<file path="src/bsf_pkg.sv">
// Package of constants for the bit, shift and flag execution unit
package bsf_pkg;
	// ==========================================================
	// Operation codes
	typedef enum logic [4:0] {
		OP_NOP = 5'h00,
		OP_IO_BIT_SET = 5'h01,
		OP_IO_BIT_CLEAR = 5'h02,
		OP_LOGICAL_SHIFT_LEFT = 5'h03,
		OP_LOGICAL_SHIFT_RIGHT = 5'h04,
		OP_ROTATE_LEFT_CARRY = 5'h05,
		OP_ROTATE_RIGHT_CARRY = 5'h06,
		OP_ARITH_SHIFT_RIGHT = 5'h07,
		OP_NIBBLE_SWAP = 5'h08,
		OP_STATUS_BIT_SET = 5'h09,
		OP_STATUS_BIT_CLEAR = 5'h0a,
		OP_BIT_TO_FLAG_COPY = 5'h0b,
		OP_FLAG_TO_BIT_COPY = 5'h0c,
		OP_SIGN_FLAG_SET = 5'h0d,
		OP_SIGN_FLAG_CLEAR = 5'h0e,
		OP_OVERFLOW_FLAG_CLEAR = 5'h0f,
		OP_HALF_CARRY_SET = 5'h10,
		OP_HALF_CARRY_CLEAR = 5'h11,
		OP_INT_ENABLE = 5'h12,
		OP_INT_DISABLE = 5'h13,
		OP_SLEEP = 5'h14,
		OP_WATCHDOG_RESTART = 5'h15,
		OP_DEBUG_BREAK = 5'h16
	} bsf_op_e;
	// ==========================================================
	// Status register bit positions
	localparam int unsigned FLAG_C = 0;
	localparam int unsigned FLAG_Z = 1;
	localparam int unsigned FLAG_N = 2;
	localparam int unsigned FLAG_V = 3;
	localparam int unsigned FLAG_S = 4;
	localparam int unsigned FLAG_H = 5;
	localparam int unsigned FLAG_T = 6;
	localparam int unsigned FLAG_I = 7;
	// ==========================================================
	// Reset values and cycle counts
	localparam logic [7:0] STATUS_RESET = 8'h00;
	localparam logic [7:0] REG_RESET = 8'h00;
	localparam logic [1:0] IO_BIT_CYCLES = 2'h2;
endpackage : bsf_pkg

</file>
<file path="src/bsf_unit.sv">
// Bit, shift and status flag execution unit of an 8-bit core
//
// Summary of operation
// RULE_01: I/O bit set forces addressed bit high, flags kept, two cycles.
// RULE_02: I/O bit clear forces addressed bit low, flags kept, two cycles.
// RULE_03: Left shift, zero into bit 0, updates Z C N V in one cycle.
// RULE_04: Right shift, zero into bit 7, updates Z C N V in one cycle.
// RULE_05: Rotate left through carry; old bit 7 to carry; one cycle.
// RULE_06: Rotate right through carry; old bit 0 to carry; one cycle.
// RULE_07: Arithmetic right shift keeps bit 7, updates Z C N V, one cycle.
// RULE_08: Nibble swap exchanges halves in one cycle, flags kept.
// RULE_09: Set any status bit by index or dedicated op, one cycle.
// RULE_10: Clear any status bit by index or dedicated op, one cycle.
// RULE_11: Overflow clear op clears V only, one cycle.
// RULE_12: Half carry set and clear ops touch H only, one cycle.
// RULE_13: Bit store copies selected source bit into T, one cycle.
// RULE_14: Bit load writes T into selected register bit, flags kept.
// RULE_15: Sleep issues in one cycle, flags kept, pulses sleep request.
// RULE_16: Watchdog restart takes one cycle, flags kept, pulses restart.
// RULE_17: Debug break only pulses debug request, flags kept.
// RULE_18: Interrupt enable and disable ops set or clear I only.
// RULE_19: No-op takes one cycle and changes nothing.
`timescale 1ns/1ps
module bsf_unit (
	input wire logic i_clk,
	input wire logic i_rst_b,
	input wire logic i_valid,
	input wire logic [4:0] i_op,
	input wire logic [7:0] i_rd,
	input wire logic [2:0] i_bit,
	input wire logic [7:0] i_io_data,
	output logic o_ready,
	output logic o_done,
	output logic [7:0] o_result,
	output logic o_result_we,
	output logic [7:0] o_io_data,
	output logic o_io_we,
	output logic [7:0] o_status_register,
	output logic o_sleep_req,
	output logic o_watchdog_restart,
	output logic o_debug_break
);
	// ==========================================================
	// Sequencer
	typedef enum logic [1:0] {
		ST_IDLE = 2'b01,
		ST_IO_WRITE = 2'b10
	} bsf_state_e;

	bsf_state_e state_reg;
	logic [7:0] status_reg;
	logic [7:0] status_next;
	logic [7:0] result_reg;
	logic [7:0] result_next;
	logic result_we_reg;
	logic result_we_next;
	logic [7:0] io_data_reg;
	logic io_we_reg;
	logic done_reg;
	logic sleep_reg;
	logic wdr_reg;
	logic brk_reg;
	logic [7:0] io_mod_reg;
	logic take;
	logic is_shift;
	logic [7:0] sh_val;
	logic sh_c;
	logic [7:0] bit_mask;
	bsf_pkg::bsf_op_e op;

	assign op = bsf_pkg::bsf_op_e'(i_op);
	assign o_ready = (state_reg == ST_IDLE);
	assign take = i_valid && o_ready;
	assign bit_mask = 8'h01 << i_bit;

	// I/O bit operations hold the unit busy for a second cycle
	always_ff @(posedge i_clk or negedge i_rst_b) begin
		if (!i_rst_b) begin
			state_reg <= ST_IDLE;
			io_mod_reg <= bsf_pkg::REG_RESET;
		end else begin
			unique case (state_reg)
				ST_IDLE: begin
					if (take && (op == bsf_pkg::OP_IO_BIT_SET)) begin
						state_reg <= ST_IO_WRITE;
						io_mod_reg <= i_io_data | bit_mask; // see RULE_01
					end else if (take && (op == bsf_pkg::OP_IO_BIT_CLEAR)) begin
						state_reg <= ST_IO_WRITE;
						io_mod_reg <= i_io_data & ~bit_mask; // see RULE_02
					end
				end
				ST_IO_WRITE: begin
					state_reg <= ST_IDLE;
				end
				default: begin
					state_reg <= ST_IDLE;
				end
			endcase
		end
	end

	always_ff @(posedge i_clk or negedge i_rst_b) begin
		if (!i_rst_b) begin
			io_data_reg <= bsf_pkg::REG_RESET;
			io_we_reg <= 1'b0;
		end else begin
			io_we_reg <= (state_reg == ST_IO_WRITE);
			if (state_reg == ST_IO_WRITE) begin
				io_data_reg <= io_mod_reg;
			end
		end
	end

	// ==========================================================
	// Shift and rotate datapath
	always_comb begin
		is_shift = 1'b1;
		sh_val = i_rd;
		sh_c = i_rd[0];
		case (op)
			bsf_pkg::OP_LOGICAL_SHIFT_LEFT: begin
				sh_val = {i_rd[6:0], 1'b0}; // see RULE_03
				sh_c = i_rd[7];
			end
			bsf_pkg::OP_LOGICAL_SHIFT_RIGHT: begin
				sh_val = {1'b0, i_rd[7:1]}; // see RULE_04
				sh_c = i_rd[0];
			end
			bsf_pkg::OP_ROTATE_LEFT_CARRY: begin
				sh_val = {i_rd[6:0], status_reg[bsf_pkg::FLAG_C]}; // see RULE_05
				sh_c = i_rd[7];
			end
			bsf_pkg::OP_ROTATE_RIGHT_CARRY: begin
				sh_val = {status_reg[bsf_pkg::FLAG_C], i_rd[7:1]}; // see RULE_06
				sh_c = i_rd[0];
			end
			bsf_pkg::OP_ARITH_SHIFT_RIGHT: begin
				sh_val = {i_rd[7], i_rd[7:1]}; // see RULE_07
				sh_c = i_rd[0];
			end
			default: begin
				is_shift = 1'b0;
			end
		endcase
	end

	// ==========================================================
	// Result and flag update
	always_comb begin
		status_next = status_reg;
		result_next = result_reg;
		result_we_next = 1'b0;
		if (take) begin
			if (is_shift) begin
				// V follows N xor C, S follows N xor V, as for every shift
				result_next = sh_val;
				result_we_next = 1'b1;
				status_next[bsf_pkg::FLAG_C] = sh_c;
				status_next[bsf_pkg::FLAG_Z] = (sh_val == 8'h00);
				status_next[bsf_pkg::FLAG_N] = sh_val[7];
				status_next[bsf_pkg::FLAG_V] = sh_val[7] ^ sh_c;
				status_next[bsf_pkg::FLAG_S] = sh_c;
			end
			case (op)
				bsf_pkg::OP_NIBBLE_SWAP: begin
					result_next = {i_rd[3:0], i_rd[7:4]}; // see RULE_08
					result_we_next = 1'b1;
				end
				bsf_pkg::OP_STATUS_BIT_SET: begin
					status_next[i_bit] = 1'b1; // see RULE_09
				end
				bsf_pkg::OP_STATUS_BIT_CLEAR: begin
					status_next[i_bit] = 1'b0; // see RULE_10
				end
				bsf_pkg::OP_SIGN_FLAG_SET: begin
					status_next[bsf_pkg::FLAG_S] = 1'b1; // see RULE_09
				end
				bsf_pkg::OP_SIGN_FLAG_CLEAR: begin
					status_next[bsf_pkg::FLAG_S] = 1'b0; // see RULE_10
				end
				bsf_pkg::OP_OVERFLOW_FLAG_CLEAR: begin
					status_next[bsf_pkg::FLAG_V] = 1'b0; // see RULE_11
				end
				bsf_pkg::OP_HALF_CARRY_SET: begin
					status_next[bsf_pkg::FLAG_H] = 1'b1; // see RULE_12
				end
				bsf_pkg::OP_HALF_CARRY_CLEAR: begin
					status_next[bsf_pkg::FLAG_H] = 1'b0; // see RULE_12
				end
				bsf_pkg::OP_BIT_TO_FLAG_COPY: begin
					status_next[bsf_pkg::FLAG_T] = i_rd[i_bit]; // see RULE_13
				end
				bsf_pkg::OP_FLAG_TO_BIT_COPY: begin
					result_next = i_rd;
					result_next[i_bit] = status_reg[bsf_pkg::FLAG_T]; // see RULE_14
					result_we_next = 1'b1;
				end
				bsf_pkg::OP_INT_ENABLE: begin
					status_next[bsf_pkg::FLAG_I] = 1'b1; // see RULE_18
				end
				bsf_pkg::OP_INT_DISABLE: begin
					status_next[bsf_pkg::FLAG_I] = 1'b0; // see RULE_18
				end
				default: begin
					// No-op, sleep, watchdog and break keep all state; see RULE_19
				end
			endcase
		end
	end

	always_ff @(posedge i_clk or negedge i_rst_b) begin
		if (!i_rst_b) begin
			status_reg <= bsf_pkg::STATUS_RESET;
			result_reg <= bsf_pkg::REG_RESET;
			result_we_reg <= 1'b0;
		end else begin
			status_reg <= status_next;
			result_reg <= result_next;
			result_we_reg <= result_we_next;
		end
	end

	// ==========================================================
	// Core control pulses and completion
	always_ff @(posedge i_clk or negedge i_rst_b) begin
		if (!i_rst_b) begin
			sleep_reg <= 1'b0;
			wdr_reg <= 1'b0;
			brk_reg <= 1'b0;
			done_reg <= 1'b0;
		end else begin
			sleep_reg <= take && (op == bsf_pkg::OP_SLEEP); // see RULE_15
			wdr_reg <= take && (op == bsf_pkg::OP_WATCHDOG_RESTART); // see RULE_16
			brk_reg <= take && (op == bsf_pkg::OP_DEBUG_BREAK); // see RULE_17
			done_reg <= (take && (op != bsf_pkg::OP_IO_BIT_SET)
				&& (op != bsf_pkg::OP_IO_BIT_CLEAR)) || (state_reg == ST_IO_WRITE);
		end
	end

	assign o_done = done_reg;
	assign o_result = result_reg;
	assign o_result_we = result_we_reg;
	assign o_io_data = io_data_reg;
	assign o_io_we = io_we_reg;
	assign o_status_register = status_reg;
	assign o_sleep_req = sleep_reg;
	assign o_watchdog_restart = wdr_reg;
	assign o_debug_break = brk_reg;

	// ==========================================================
	// Checks
	property p_io_set;
		@(posedge i_clk) disable iff (!i_rst_b)
		(take && op == bsf_pkg::OP_IO_BIT_SET) |->
			##2 (o_io_we && o_io_data == ($past(i_io_data, 2) | $past(bit_mask, 2))
			&& o_status_register == $past(status_reg, 2));
	endproperty
	a_io_set: assert property (p_io_set) else $error("io bit set wrong"); // see RULE_01

	property p_io_clear;
		@(posedge i_clk) disable iff (!i_rst_b)
		(take && op == bsf_pkg::OP_IO_BIT_CLEAR) |=>
			!o_ready ##1 (o_ready && o_done && o_io_we
			&& o_io_data == ($past(i_io_data, 2) & ~$past(bit_mask, 2)));
	endproperty
	a_io_clear: assert property (p_io_clear) else $error("io bit clear wrong"); // see RULE_02

	property p_lsl;
		@(posedge i_clk) disable iff (!i_rst_b)
		(take && op == bsf_pkg::OP_LOGICAL_SHIFT_LEFT) |=> (o_done
			&& o_result == {$past(i_rd[6:0]), 1'b0}
			&& o_status_register[bsf_pkg::FLAG_C] == $past(i_rd[7]));
	endproperty
	a_lsl: assert property (p_lsl) else $error("left shift wrong"); // see RULE_03

	property p_lsr;
		@(posedge i_clk) disable iff (!i_rst_b)
		(take && op == bsf_pkg::OP_LOGICAL_SHIFT_RIGHT) |=> (o_result[7] == 1'b0
			&& o_status_register[bsf_pkg::FLAG_Z] == (o_result == 8'h00)
			&& o_status_register[bsf_pkg::FLAG_C] == $past(i_rd[0]));
	endproperty
	a_lsr: assert property (p_lsr) else $error("right shift wrong"); // see RULE_04

	property p_rol;
		@(posedge i_clk) disable iff (!i_rst_b)
		(take && op == bsf_pkg::OP_ROTATE_LEFT_CARRY) |=>
			(o_result[0] == $past(status_reg[bsf_pkg::FLAG_C]));
	endproperty
	a_rol: assert property (p_rol) else $error("rotate left wrong"); // see RULE_05

	property p_asr;
		@(posedge i_clk) disable iff (!i_rst_b)
		(take && op == bsf_pkg::OP_ARITH_SHIFT_RIGHT) |=>
			(o_result == {$past(i_rd[7]), $past(i_rd[7:1])});
	endproperty
	a_asr: assert property (p_asr) else $error("arith shift wrong"); // see RULE_07

	property p_swap;
		@(posedge i_clk) disable iff (!i_rst_b)
		(take && op == bsf_pkg::OP_NIBBLE_SWAP) |=> ($stable(status_reg)
			&& o_result == {$past(i_rd[3:0]), $past(i_rd[7:4])});
	endproperty
	a_swap: assert property (p_swap) else $error("nibble swap wrong"); // see RULE_08

	property p_bst;
		@(posedge i_clk) disable iff (!i_rst_b)
		(take && op == bsf_pkg::OP_BIT_TO_FLAG_COPY) |=>
			(o_status_register[bsf_pkg::FLAG_T] == $past(i_rd[i_bit]));
	endproperty
	a_bst: assert property (p_bst) else $error("bit store wrong"); // see RULE_13

	property p_quiet;
		@(posedge i_clk) disable iff (!i_rst_b)
		(take && (op == bsf_pkg::OP_NOP || op == bsf_pkg::OP_WATCHDOG_RESTART))
			|=> ($stable(status_reg) && !o_result_we && o_done);
	endproperty
	a_quiet: assert property (p_quiet) else $error("quiet op changed state"); // see RULE_19

	property p_wdr;
		@(posedge i_clk) disable iff (!i_rst_b)
		(take && op == bsf_pkg::OP_WATCHDOG_RESTART) |=> o_watchdog_restart
			##1 (o_watchdog_restart == $past(take && op == bsf_pkg::OP_WATCHDOG_RESTART));
	endproperty
	a_wdr: assert property (p_wdr) else $error("watchdog pulse wrong"); // see RULE_16

	property p_ror;
		@(posedge i_clk) disable iff (!i_rst_b)
		(take && op == bsf_pkg::OP_ROTATE_RIGHT_CARRY) |=> (o_result_we
			&& o_result == {$past(status_reg[bsf_pkg::FLAG_C]), $past(i_rd[7:1])}
			&& o_status_register[bsf_pkg::FLAG_C] == $past(i_rd[0]));
	endproperty
	a_ror: assert property (p_ror) else $error("rotate right wrong"); // see RULE_06

	// Masks instead of a variable index keep the check simple for every tool
	property p_bld;
		@(posedge i_clk) disable iff (!i_rst_b)
		(take && op == bsf_pkg::OP_FLAG_TO_BIT_COPY) |=> ($stable(status_reg) && o_result_we
			&& ((o_result ^ $past(i_rd)) & ~$past(bit_mask)) == 8'h00
			&& (o_result & $past(bit_mask))
			== ($past(status_reg[bsf_pkg::FLAG_T]) ? $past(bit_mask) : 8'h00));
	endproperty
	a_bld: assert property (p_bld) else $error("bit load wrong"); // see RULE_14

	property p_ovf_clr;
		@(posedge i_clk) disable iff (!i_rst_b)
		(take && op == bsf_pkg::OP_OVERFLOW_FLAG_CLEAR) |=> (o_done
			&& o_status_register == ($past(status_reg) & ~(8'h01 << bsf_pkg::FLAG_V)));
	endproperty
	a_ovf_clr: assert property (p_ovf_clr) else $error("overflow clear wrong"); // see RULE_11

	property p_sleep;
		@(posedge i_clk) disable iff (!i_rst_b)
		(take && op == bsf_pkg::OP_SLEEP) |=> (o_sleep_req && o_done && $stable(status_reg)
			&& !o_result_we);
	endproperty
	a_sleep: assert property (p_sleep) else $error("sleep request wrong"); // see RULE_15
endmodule : bsf_unit

</file>
<file path="config.mk">
export PLATFORM = sky130hd
export DESIGN_NAME = bsf_unit
export DESIGN_NICKNAME = d
export VERILOG_FILES = /design/src/bsf_pkg.sv /design/src/bsf_unit.sv
export SDC_FILE = /design/constraint.sdc
export NUM_CORES = 1
export LEC_CHECK = 0
export BUFFER_PORTS_ARGS = -buffer_cell sky130_fd_sc_hd__buf_2
export CAP_MARGIN = 20
export CORE_MARGIN = 5
export CORE_UTILIZATION = 45
export CTS_BUF_LIST = sky130_fd_sc_hd__clkbuf_4 sky130_fd_sc_hd__clkbuf_8
export CTS_CLUSTER_SIZE = 40
export DETAILED_ROUTE_END_ITERATION = 10
export HOLD_SLACK_MARGIN = 0.12
export PLACE_DENSITY = 0.68
export SYNTH_ARGS = -nofsm -noshare
export SYNTH_HDL_FRONTEND = slang
export SYNTH_SLANG_ARGS = --single-unit
</file>
<file path="constraint.sdc">
create_clock -name i_clk -period 2.3 [get_ports i_clk]
set_clock_uncertainty 0.15 [all_clocks]
set_input_delay 0 -clock i_clk [delete_from_list [all_inputs] [get_ports i_clk]]
set_output_delay 0 -clock i_clk [all_outputs]
set_load 0.02 [all_outputs]
</file>
# ---- Word-level counts from Yosys, hierarchy flattened
# Index checks and enable logic that the tools add are counted.
dict set report classes {
  n_lt_le_gt_ge 2
  n_eq_ne 27
  shift 1
  muxes 26
  bitwise 7
  reduce_logical 24
}
# op n
set op_table {}
lappend op_table {{$eq 5x4->1 const B} 8}
lappend op_table {{$pmux 8 s5} 1}
lappend op_table {{$eq 5x5->1 const B} 7}
lappend op_table {{$mux 8} 3}
lappend op_table {{$eq 5x3->1 const B} 4}
lappend op_table {{$and 8x8->8} 2}
lappend op_table {{$not 8->8} 2}
lappend op_table {{$or 8x8->8} 2}
lappend op_table {{$pmux 8 s2} 1}
lappend op_table {{$pmux 1 s4} 3}
lappend op_table {{$eq 5x2->1 const B} 2}
lappend op_table {{$mux 5} 2}
lappend op_table {{$reduce_and 2->1} 5}
lappend op_table {{$logic_and 1x1->1} 9}
lappend op_table {{$bwmux 8} 1}
lappend op_table {{$logic_not 8->1} 1}
lappend op_table {{$reduce_bool 4->1} 2}
lappend op_table {{$shl 1x3->8 const A} 1}
lappend op_table {{$mux 1} 7}
lappend op_table {{$mux 2} 3}
lappend op_table {{$pmux 1 s3} 2}
lappend op_table {{$pmux 3 s2} 1}
lappend op_table {{$reduce_bool 3->1} 2}
lappend op_table {{$eq 5x1->1 const B} 1}
lappend op_table {{other kinds (14)} 15}
dict set report word_totals {
  ff_bits 40
}

# ---- Logic depth before layout (Yosys ltp)
# Gate-level depths: netlist of the first run.
dict set report depth {
  ltp_word 8
  ltp_mapped 8
  mapped_depth_nobuf 5
}

# ---- Least setup slack after synthesis of the first run
# OpenSTA, ideal clock, no wires.
dict set report synth_path {
  kind {reg-to-reg}
  startpoint {register state_reg[0]}
  endpoint {register status_reg[7], in the netlist o_status_register[7]}
  setup_time_ns 0.126
  arrival_ns 1.750
  required_ns 2.024
  slack_ns 0.274
  path_stages_with_launch 6
  path_buffers 1
  synth_period_minus_slack_ns 2.026
  cell_sequence {dfstp_2 > nor2b_1 > and2_0 > buf_2 > o21ai_0 > a221o_1}
}
dict set report synth_between {
  elab_chain_cells 3
}
# item line_no
set synth_rtl {}
lappend synth_rtl {{start: declaration} bsf_unit.sv:50} ;# bsf_state_e state_reg;
lappend synth_rtl {{start signal: assignment} bsf_unit.sv:79} ;# state_reg <= ST_IDLE;
lappend synth_rtl {{start signal: assignment} bsf_unit.sv:85} ;# state_reg <= ST_IO_WRITE;
lappend synth_rtl {{start signal: assignment} bsf_unit.sv:88} ;# state_reg <= ST_IO_WRITE;
lappend synth_rtl {{$eq 2x1->1} bsf_unit.sv:72} ;# assign o_ready = (state_reg == ST_IDLE);
lappend synth_rtl {{net o_ready} bsf_unit.sv:32} ;# output logic o_ready,
lappend synth_rtl {{$logic_and 1x1->1} bsf_unit.sv:73} ;# assign take = i_valid && o_ready;
lappend synth_rtl {{$reduce_and 2->1 (no source line)} --}
lappend synth_rtl {{end signal: assignment} bsf_unit.sv:213} ;# status_reg <= bsf_pkg::STATUS_RESET;
lappend synth_rtl {{end signal: assignment} bsf_unit.sv:217} ;# status_reg <= status_next;
lappend synth_rtl {{end: declaration} bsf_unit.sv:51} ;# logic [7:0] status_reg;
# The timed path passes the listed nets, and every way through them passes these cells.
# A chain may end at the register's enable or synchronous reset.

# ---- Final worst setup path of the first run
dict set report layout_path {
  startpoint {register state_reg[0]}
  endpoint {register status_reg[6], in the netlist o_status_register[6]}
}
dict set report layout_between {
  elab_chain_cells 3
}
# item line_no
set layout_rtl {}
lappend layout_rtl {{$eq 2x1->1} bsf_unit.sv:72}
lappend layout_rtl {{$logic_and 1x1->1} bsf_unit.sv:73}
lappend layout_rtl {{$reduce_and 2->1 (no source line)} --}
# Every way passes these cells.

==> flow_summary_export.csv, run 1 <==
group,metric,value,unit
pwr,intPower,1.35,mW
placed_design,dp.cells,415,
timing,rsz0062_at_grt,"no",
critical_path,startpoint_type,"flop",
pwr,p_seq_frac,0.432,
timing,clock.fmax,459,MHz
detailed_routing,detail_route.first_pass.iterations,5,
critical_path,path_cells,"nand3b_1 -> buf_6 -> nor3_2 -> o211ai_1 -> a21o_1 -> dlygate4sd3_1",
detailed_routing,highest_layer,"met4",
clock_network,cts_tree,"yes",
global_route,grt_antenna_before_repair,0,
clock_network,cts_max_path_bufs,2,
critical_path,r2r.worst_path.cells,6,
timing,setup_slack,0.120,ns
pwr,power.share.switching,0.329,
global_route,grt_pass1_wl,13.2,mm
floorplan,die_x,86.9,um
clock_network,clk_root_buffer_cell,"sky130_fd_sc_hd__clkbuf_8",
critical_path,max_stage_delay_cell_worst_path,"sky130_fd_sc_hd__dfstp_2",
detailed_routing,met3_length,612,um
critical_path,timing.critical_path.max_delay_family,"buffers and inverters",
clock_network,worst_setup_hold_path_clk_slew,0.08,ns
critical_path,timing.critical_path.to,"o_status_register[6]$_DFFE_PN0P_",
timing,setup_total_negative_slack,0,ns
synthesis,synth-seq-area-share,0.377,
pwr,power_density,602,nW/um2
cells_and_area,layout_utilization,0.575,
detailed_routing,wl_met1,3.38,mm
floorplan,pin_count,58,
global_route,overflow,0,
detailed_routing,detail_route.iter0.violations,268,
pwr,power.static_leakage,1.51,nW
synthesis,post-synth-top-area-cell,"sky130_fd_sc_hd__dfrtp_1",
timing,final_worst_path_period_need,2.18,ns
placed_design,place.gp.congestion,0.888,
critical_path,timing.critical_path.to_type,"flop",
critical_path,max_stage_delay,0.54,ns
detailed_routing,drcViolationCount,0,
synthesis,post-synth-top-area-fraction,0.367,
pwr,pwr-share-comb,0.278,
critical_path,critical_path_class,"flop to flop",
timing,final_max_slew_viol_count,0,
synthesis,leading_register_cell_type_out_of_synthesis,"sky130_fd_sc_hd__dfrtp_1",
clock_network,clock_sink_count,40,
placed_design,postPlaceCellArea,2950,um2
critical_path,critPathRequiredTime,2.33,ns
placed_design,dp_hpwl,5.46,mm
critical_path,rr_startpoint,"state_reg[0]$_DFFE_PN1P_",
synthesis,synth_cells,300,
timing,tightestPinTransition,0.921,ns
pwr,power.switching,662,uW
worst_hold_path,worstHoldPathType,"input port to flop",
cells_and_area,fillers,563,
synthesis,netlist-cell-type-count,63,
pwr,vdd_ir_drop_max,0.000292,V
floorplan,coreArea,5820,um2
cells_and_area,diodes,0,
detailed_routing,route.detailed.vias_per_inst,5.90,
critical_path,path_max_fanout,7,
floorplan,initial_core_util,0.457,
pwr,power.share.clock,0.290,
synthesis,synth_top_area_cells,"sky130_fd_sc_hd__dfrtp_1 37%, sky130_fd_sc_hd__nand2_1 6.9%, sky130_fd_sc_hd__mux2i_1 6.4%",
clock_network,tritoncts.num_buffers,5,
cells_and_area,final-seq-area,1000,um2
detailed_routing,total_wire_length,7.77,mm
timing,max-slew-margin-rel,0.386,
timing,timing.final.setup_violations,0,
cells_and_area,final_non_filler_cell_total,450,
critical_path,setup.worst_path.start,"state_reg[0]$_DFFE_PN1P_",
global_route,grt_max_degree,41,
cells_and_area,fraction_of_layout_cells_with_a_size_suffix_above_1,0.245,
synthesis,syn_area_per_cell,8.86,um2
floorplan,placement_rows,28,
critical_path,timing.critical_path.depth,6,
clock_network,htree_levels,2,
critical_path,arrival,2.21,ns
synthesis,synth.cell_area,2660,um2
synthesis,synth-async-reset-ratio,1.00,
floorplan,fp.dieArea,7540,um2
floorplan,die_height,86.9,um
timing,final_min_period_over_clock_period,0.948,
critical_path,reg2reg_to,"o_status_register[6]$_DFFE_PN0P_",
critical_path,critical_path_buf_inv_count,2,
cells_and_area,final_net_count,401,
synthesis,postSynthNetCount,327,
synthesis,yosys_warnings,0,
detailed_routing,drt.antenna.violating_nets,0,
critical_path,worst-r2r-setup-slack,0.12,ns
placed_design,place.port_buffers,57,
run,drv.max_cap_violation_count,0,
cells_and_area,post-route-cell-area,3340,um2
cells_and_area,area_of_the_multi_input_gates,1500,um2
clock_network,clk_latency,0.29,ns
placed_design,dp_worst_setup_slack,0.387,ns
detailed_routing,dr_wl_met2,3.62,mm
cells_and_area,layout-area-overhead-vs-synth,25.8,%
detailed_routing,vias,2657,
global_route,groute.usage.overall,0.217,
detailed_routing,detail_route.wl_per_cell,17.3,um
pwr,finalPower,2.01,mW
global_route,grt_pass1_vias,2678,
timing,final_hold_viol_count,0,
synthesis,yosys_register_bits,40,
synthesis,synth-edff-count,0,
timing,worst_hold_slack,0.145,ns
outcome,status,"finished, final reports clean",
## synthesized netlist by cell type (6+ instances only)
cell type	n
sky130_fd_sc_hd__mux2i_1	17
sky130_fd_sc_hd__o21ai_1	9
sky130_fd_sc_hd__nor2b_1	6
sky130_fd_sc_hd__a21oi_1	17
sky130_fd_sc_hd__dfrtp_1	39
sky130_fd_sc_hd__nor2_1	24
sky130_fd_sc_hd__buf_2	9
sky130_fd_sc_hd__nor3_1	7
sky130_fd_sc_hd__nand2_1	49
sky130_fd_sc_hd__o21ai_0	15
sky130_fd_sc_hd__clkbuf_1	8
## layer usage
layer	vias to the layer above	GRT usage
met4	0	0.0637
met1	1276	0.302
met5	-	0
li1	1238	-
met2	126	0.346
met3	17	0.0378
## final cells by class
class                   instances  area share
multi-input cells             231       0.450
flip-flops and latches         40       0.300
repair buffers                 92       0.185
well taps                      75      0.0281
clock buffers                   5      0.0206
clock inverters                 3      0.0127
inverters                       4     0.00449
## cells in the final DEF, fill, tap and decap left out, types with 8 or more instances in the layout
cell type                       synthesis  routed
sky130_fd_sc_hd__o21ai_0               15      15
sky130_fd_sc_hd__dfrtp_1               39      39
sky130_fd_sc_hd__nor2_1                24      24
sky130_fd_sc_hd__o21ai_1                9       9
sky130_fd_sc_hd__mux2i_1               17      17
sky130_fd_sc_hd__buf_2                  9      57
sky130_fd_sc_hd__a21oi_1               17      17
sky130_fd_sc_hd__dlygate4sd3_1          0      26
sky130_fd_sc_hd__buf_4                  4       8
sky130_fd_sc_hd__nand2_1               49      49
## repair_timing
action / CTS / global route
buffers inserted: 0 / 1
setup endpoints to repair: 0 / 1
hold buffers: 26 / 0
gates resized for setup: 0 / 2
endpoints found under the hold margin: 58 / 0
## worst reg2reg max path, stage by stage (launching register included)
cell                            delay, ns
sky130_fd_sc_hd__dfstp_2             0.54
sky130_fd_sc_hd__nand3b_1            0.14
sky130_fd_sc_hd__buf_6               0.19
sky130_fd_sc_hd__nor3_2              0.19
sky130_fd_sc_hd__o211ai_1            0.12
sky130_fd_sc_hd__a21o_1              0.20
sky130_fd_sc_hd__dlygate4sd3_1       0.54
## power groups by stage
stage               registers, mW  logic, mW  clock network (mW)
floorplan                   0.943      0.269                   0
global placement            0.881      0.508                   0
detailed placement          0.882      0.515                   0
CTS                         0.870      0.555               0.597
global route                0.884      0.613               0.625
finish                      0.870      0.559               0.584
## how the worst min path moves through the flow
stage,start,depth (start not counted),slack (ns),to
finish,i_bit[1],5,0.14,io_mod_reg[6]$_DFFE_PN0P_
global placement,i_rst_b,1,0.03,o_io_data[4]$_DFFE_PN0P_
detailed placement,i_rst_b,1,0.04,o_io_data[4]$_DFFE_PN0P_
global route,i_bit[1],5,0.19,io_mod_reg[6]$_DFFE_PN0P_
CTS,i_op[3],4,0.13,o_sleep_req$_DFF_PN0_
floorplan,i_rst_b,0,-0.45,io_mod_reg[0]$_DFFE_PN0P_
## cells by family (layout without fill, tap and decap cells)
kind of cell    count (synthesis)  count (layout)  share of synthesized area
xor+xnor                        2               2                    0.00942
compound gates                 87              87                      0.222
buf+inv                        29             104                     0.0593
flops                          40              40                      0.377
simple gates                  121             121                      0.242
mux                            21              21                     0.0895
(Power assumes the default switching activity.)
==> run 2, diff against run 1 <==
- PLACE_DENSITY: 0.68 -> 0.69
==> flow_summary_export.csv, run 2 (same netlist as run 1, synthesis figures left out) <==
group,metric,value,unit
cells_and_area,layout-area-overhead-vs-synth,23.9,%
timing,final_min_period_over_clock_period,0.915,
floorplan,placement_rows,28,
clock_network,cts.repair.resized,0,
global_route,grt_max_degree,41,
cells_and_area,diodes,0,
detailed_routing,detail_route.wl_per_cell,17.2,um
critical_path,arrival,2.20,ns
critical_path,critical_path_buf_inv_count,4,
detailed_routing,total_wire_length,7.65,mm
critical_path,max_stage_delay,0.57,ns
global_route,grt_antenna_before_repair,0,
timing,final_max_slew_viol_count,0,
critical_path,path_cells,"dlygate4sd3_1 -> buf_2 -> nand2_1 -> dlygate4sd3_1 -> nor3_1 -> dlygate4sd3_1",
placed_design,dp_hpwl,5.48,mm
timing,setup_total_negative_slack,0,ns
timing,max-slew-margin-rel,0.400,
timing,final_hold_viol_count,0,
detailed_routing,vias,2560,
global_route,grt_pass1_wl,12.7,mm
clock_network,tritoncts.num_buffers,5,
clock_network,cts.hold.buffers_added,23,
global_route,overflow,0,
timing,rsz0062_at_grt,"no",
placed_design,postPlaceCellArea,2950,um2
floorplan,die_x,86.9,um
cells_and_area,fraction_of_layout_cells_with_a_size_suffix_above_1,0.241,
timing,timing.final.setup_violations,0,
cells_and_area,layout_commonest_cell,"sky130_fd_sc_hd__buf_2",
timing,final_worst_path_period_need,2.10,ns
detailed_routing,drt.antenna.violating_nets,0,
clock_network,clk_latency,0.30,ns
clock_network,worst_setup_hold_path_clk_slew,0.09,ns
critical_path,timing.critical_path.max_delay_family,"buffers and inverters",
floorplan,die_height,86.9,um
pwr,power.static_leakage,1.48,nW
cells_and_area,final_net_count,396,
floorplan,coreArea,5820,um2
detailed_routing,route.detailed.vias_per_inst,5.75,
timing,tightestPinTransition,0.899,ns
placed_design,place.gp.congestion,0.904,
outcome,status,"finished, final reports clean",
clock_network,cts.repair_timing.setup_buffer_count,0,
clock_network,cts_tree,"yes",
timing,clock.fmax,475,MHz
cells_and_area,layout.cells.most_common_list,"57 x sky130_fd_sc_hd__buf_2, 49 x sky130_fd_sc_hd__nand2_1, 39 x sky130_fd_sc_hd__dfrtp_1",
floorplan,fp.dieArea,7540,um2
critical_path,timing.critical_path.to_type,"flop",
critical_path,path_max_fanout,14,
run,drv.max_cap_violation_count,0,
placed_design,place.port_buffers,57,
worst_hold_path,worstHoldPathType,"input port to flop",
detailed_routing,detail_route.first_pass.iterations,5,
critical_path,startpoint_type,"input port",
global_route,groute.usage.overall,0.214,
clock_network,clock_sink_count,40,
detailed_routing,detail_route.iter0.violations,295,
critical_path,critical_path_class,"input port to flop",
floorplan,pin_count,58,
cells_and_area,post-route-cell-area,3290,um2
critical_path,most_common_cell_type_on_the_critical_path,"sky130_fd_sc_hd__dlygate4sd3_1",
detailed_routing,drcViolationCount,0,
timing,worst_hold_slack,0.135,ns
clock_network,clk_root_buffer_cell,"sky130_fd_sc_hd__clkbuf_8",
pwr,power_density,614,nW/um2
pwr,vdd_ir_drop_max,0.000422,V
critical_path,max_stage_delay_cell_worst_path,"sky130_fd_sc_hd__dlygate4sd3_1",
clock_network,cts_max_path_bufs,2,
global_route,grt_pass1_vias,2541,
floorplan,initial_core_util,0.457,
clock_network,htree_levels,2,
critical_path,critPathRequiredTime,2.39,ns
cells_and_area,fillers,518,
==> run 2: cell count changes in the layout (fill, tap and decap cells not counted), sizes merged <==
cell	change
dlygate4sd3	-3
buf	-2
clkinv	-1
inv	+1
==> run 2: worst paths after layout <==
kind	startpoint	to	slack [ns]	cells past startpoint
max	i_op[4]	o_watchdog_restart$_DFF_PN0_	0.20	6
min	i_bit[2]	io_mod_reg[6]$_DFFE_PN0P_	0.13	5
max reg2reg	state_reg[0]$_DFFE_PN1P_	o_result[6]$_DFFE_PN0P_	0.26	5
min reg2reg	o_io_data[3]$_DFFE_PN0P_	o_io_data[3]$_DFFE_PN0P_	0.33	2
max in group asynchronous	i_rst_b	o_status_register[0]$_DFFE_PN0P_	1.23	2
min in group asynchronous	i_rst_b	o_io_we$_DFF_PN0_	0.20	2
==> run 2: where the power goes <==
part / switching [mW] / internal (mW) / leakage (nW)
Clock: 0.279 / 0.327 / 0.0548
Combinational: 0.324 / 0.219 / 0.925
Sequential: 0.0691 / 0.801 / 0.505
==> run 2: area by class of cell <==
class / instances / area [um2] / share of cell area
clock buffer: 5 / 68.8 / 0.0209
timing repair buffer: 87 / 568 / 0.173
multi-input combinational: 231 / 1500 / 0.455
clock inverter: 3 / 46.3 / 0.0141
sequential: 40 / 1000 / 0.304
tap: 75 / 93.8 / 0.0285
inverter: 4 / 15.0 / 0.00456
==> run 2: layer usage <==
layer | GRT usage | part of all wire | vias up
met5 | 0 | 0 | -
met4 | 0.0765 | 0.019 | 0
met3 | 0.0341 | 0.072 | 14
met2 | 0.331 | 0.46 | 117
met1 | 0.303 | 0.45 | 1201
li1 | - | - | 1228
==> run 2: stage by stage <==
stage          power (mW)  utilization  setup WS (ns)  std cells
2_1_floorplan        1.21            -          0.274        300
3_3_place_gp         1.39        0.507          0.402        414
3_5_place_dp         1.40        0.507          0.298        414
4_1_cts              2.04        0.566          0.242        445
5_1_grt              2.13        0.566         0.0356        445
6_report             2.02        0.566          0.196        445
==> run 2: worst reg2reg max path, cell delays in order (launching register included) <==
cell,delay (ns)
sky130_fd_sc_hd__dfstp_2,0.54
sky130_fd_sc_hd__nor2b_1,0.18
sky130_fd_sc_hd__and2_0,0.39
sky130_fd_sc_hd__nand2_1,0.19
sky130_fd_sc_hd__a211oi_1,0.37
sky130_fd_sc_hd__a211oi_1,0.09
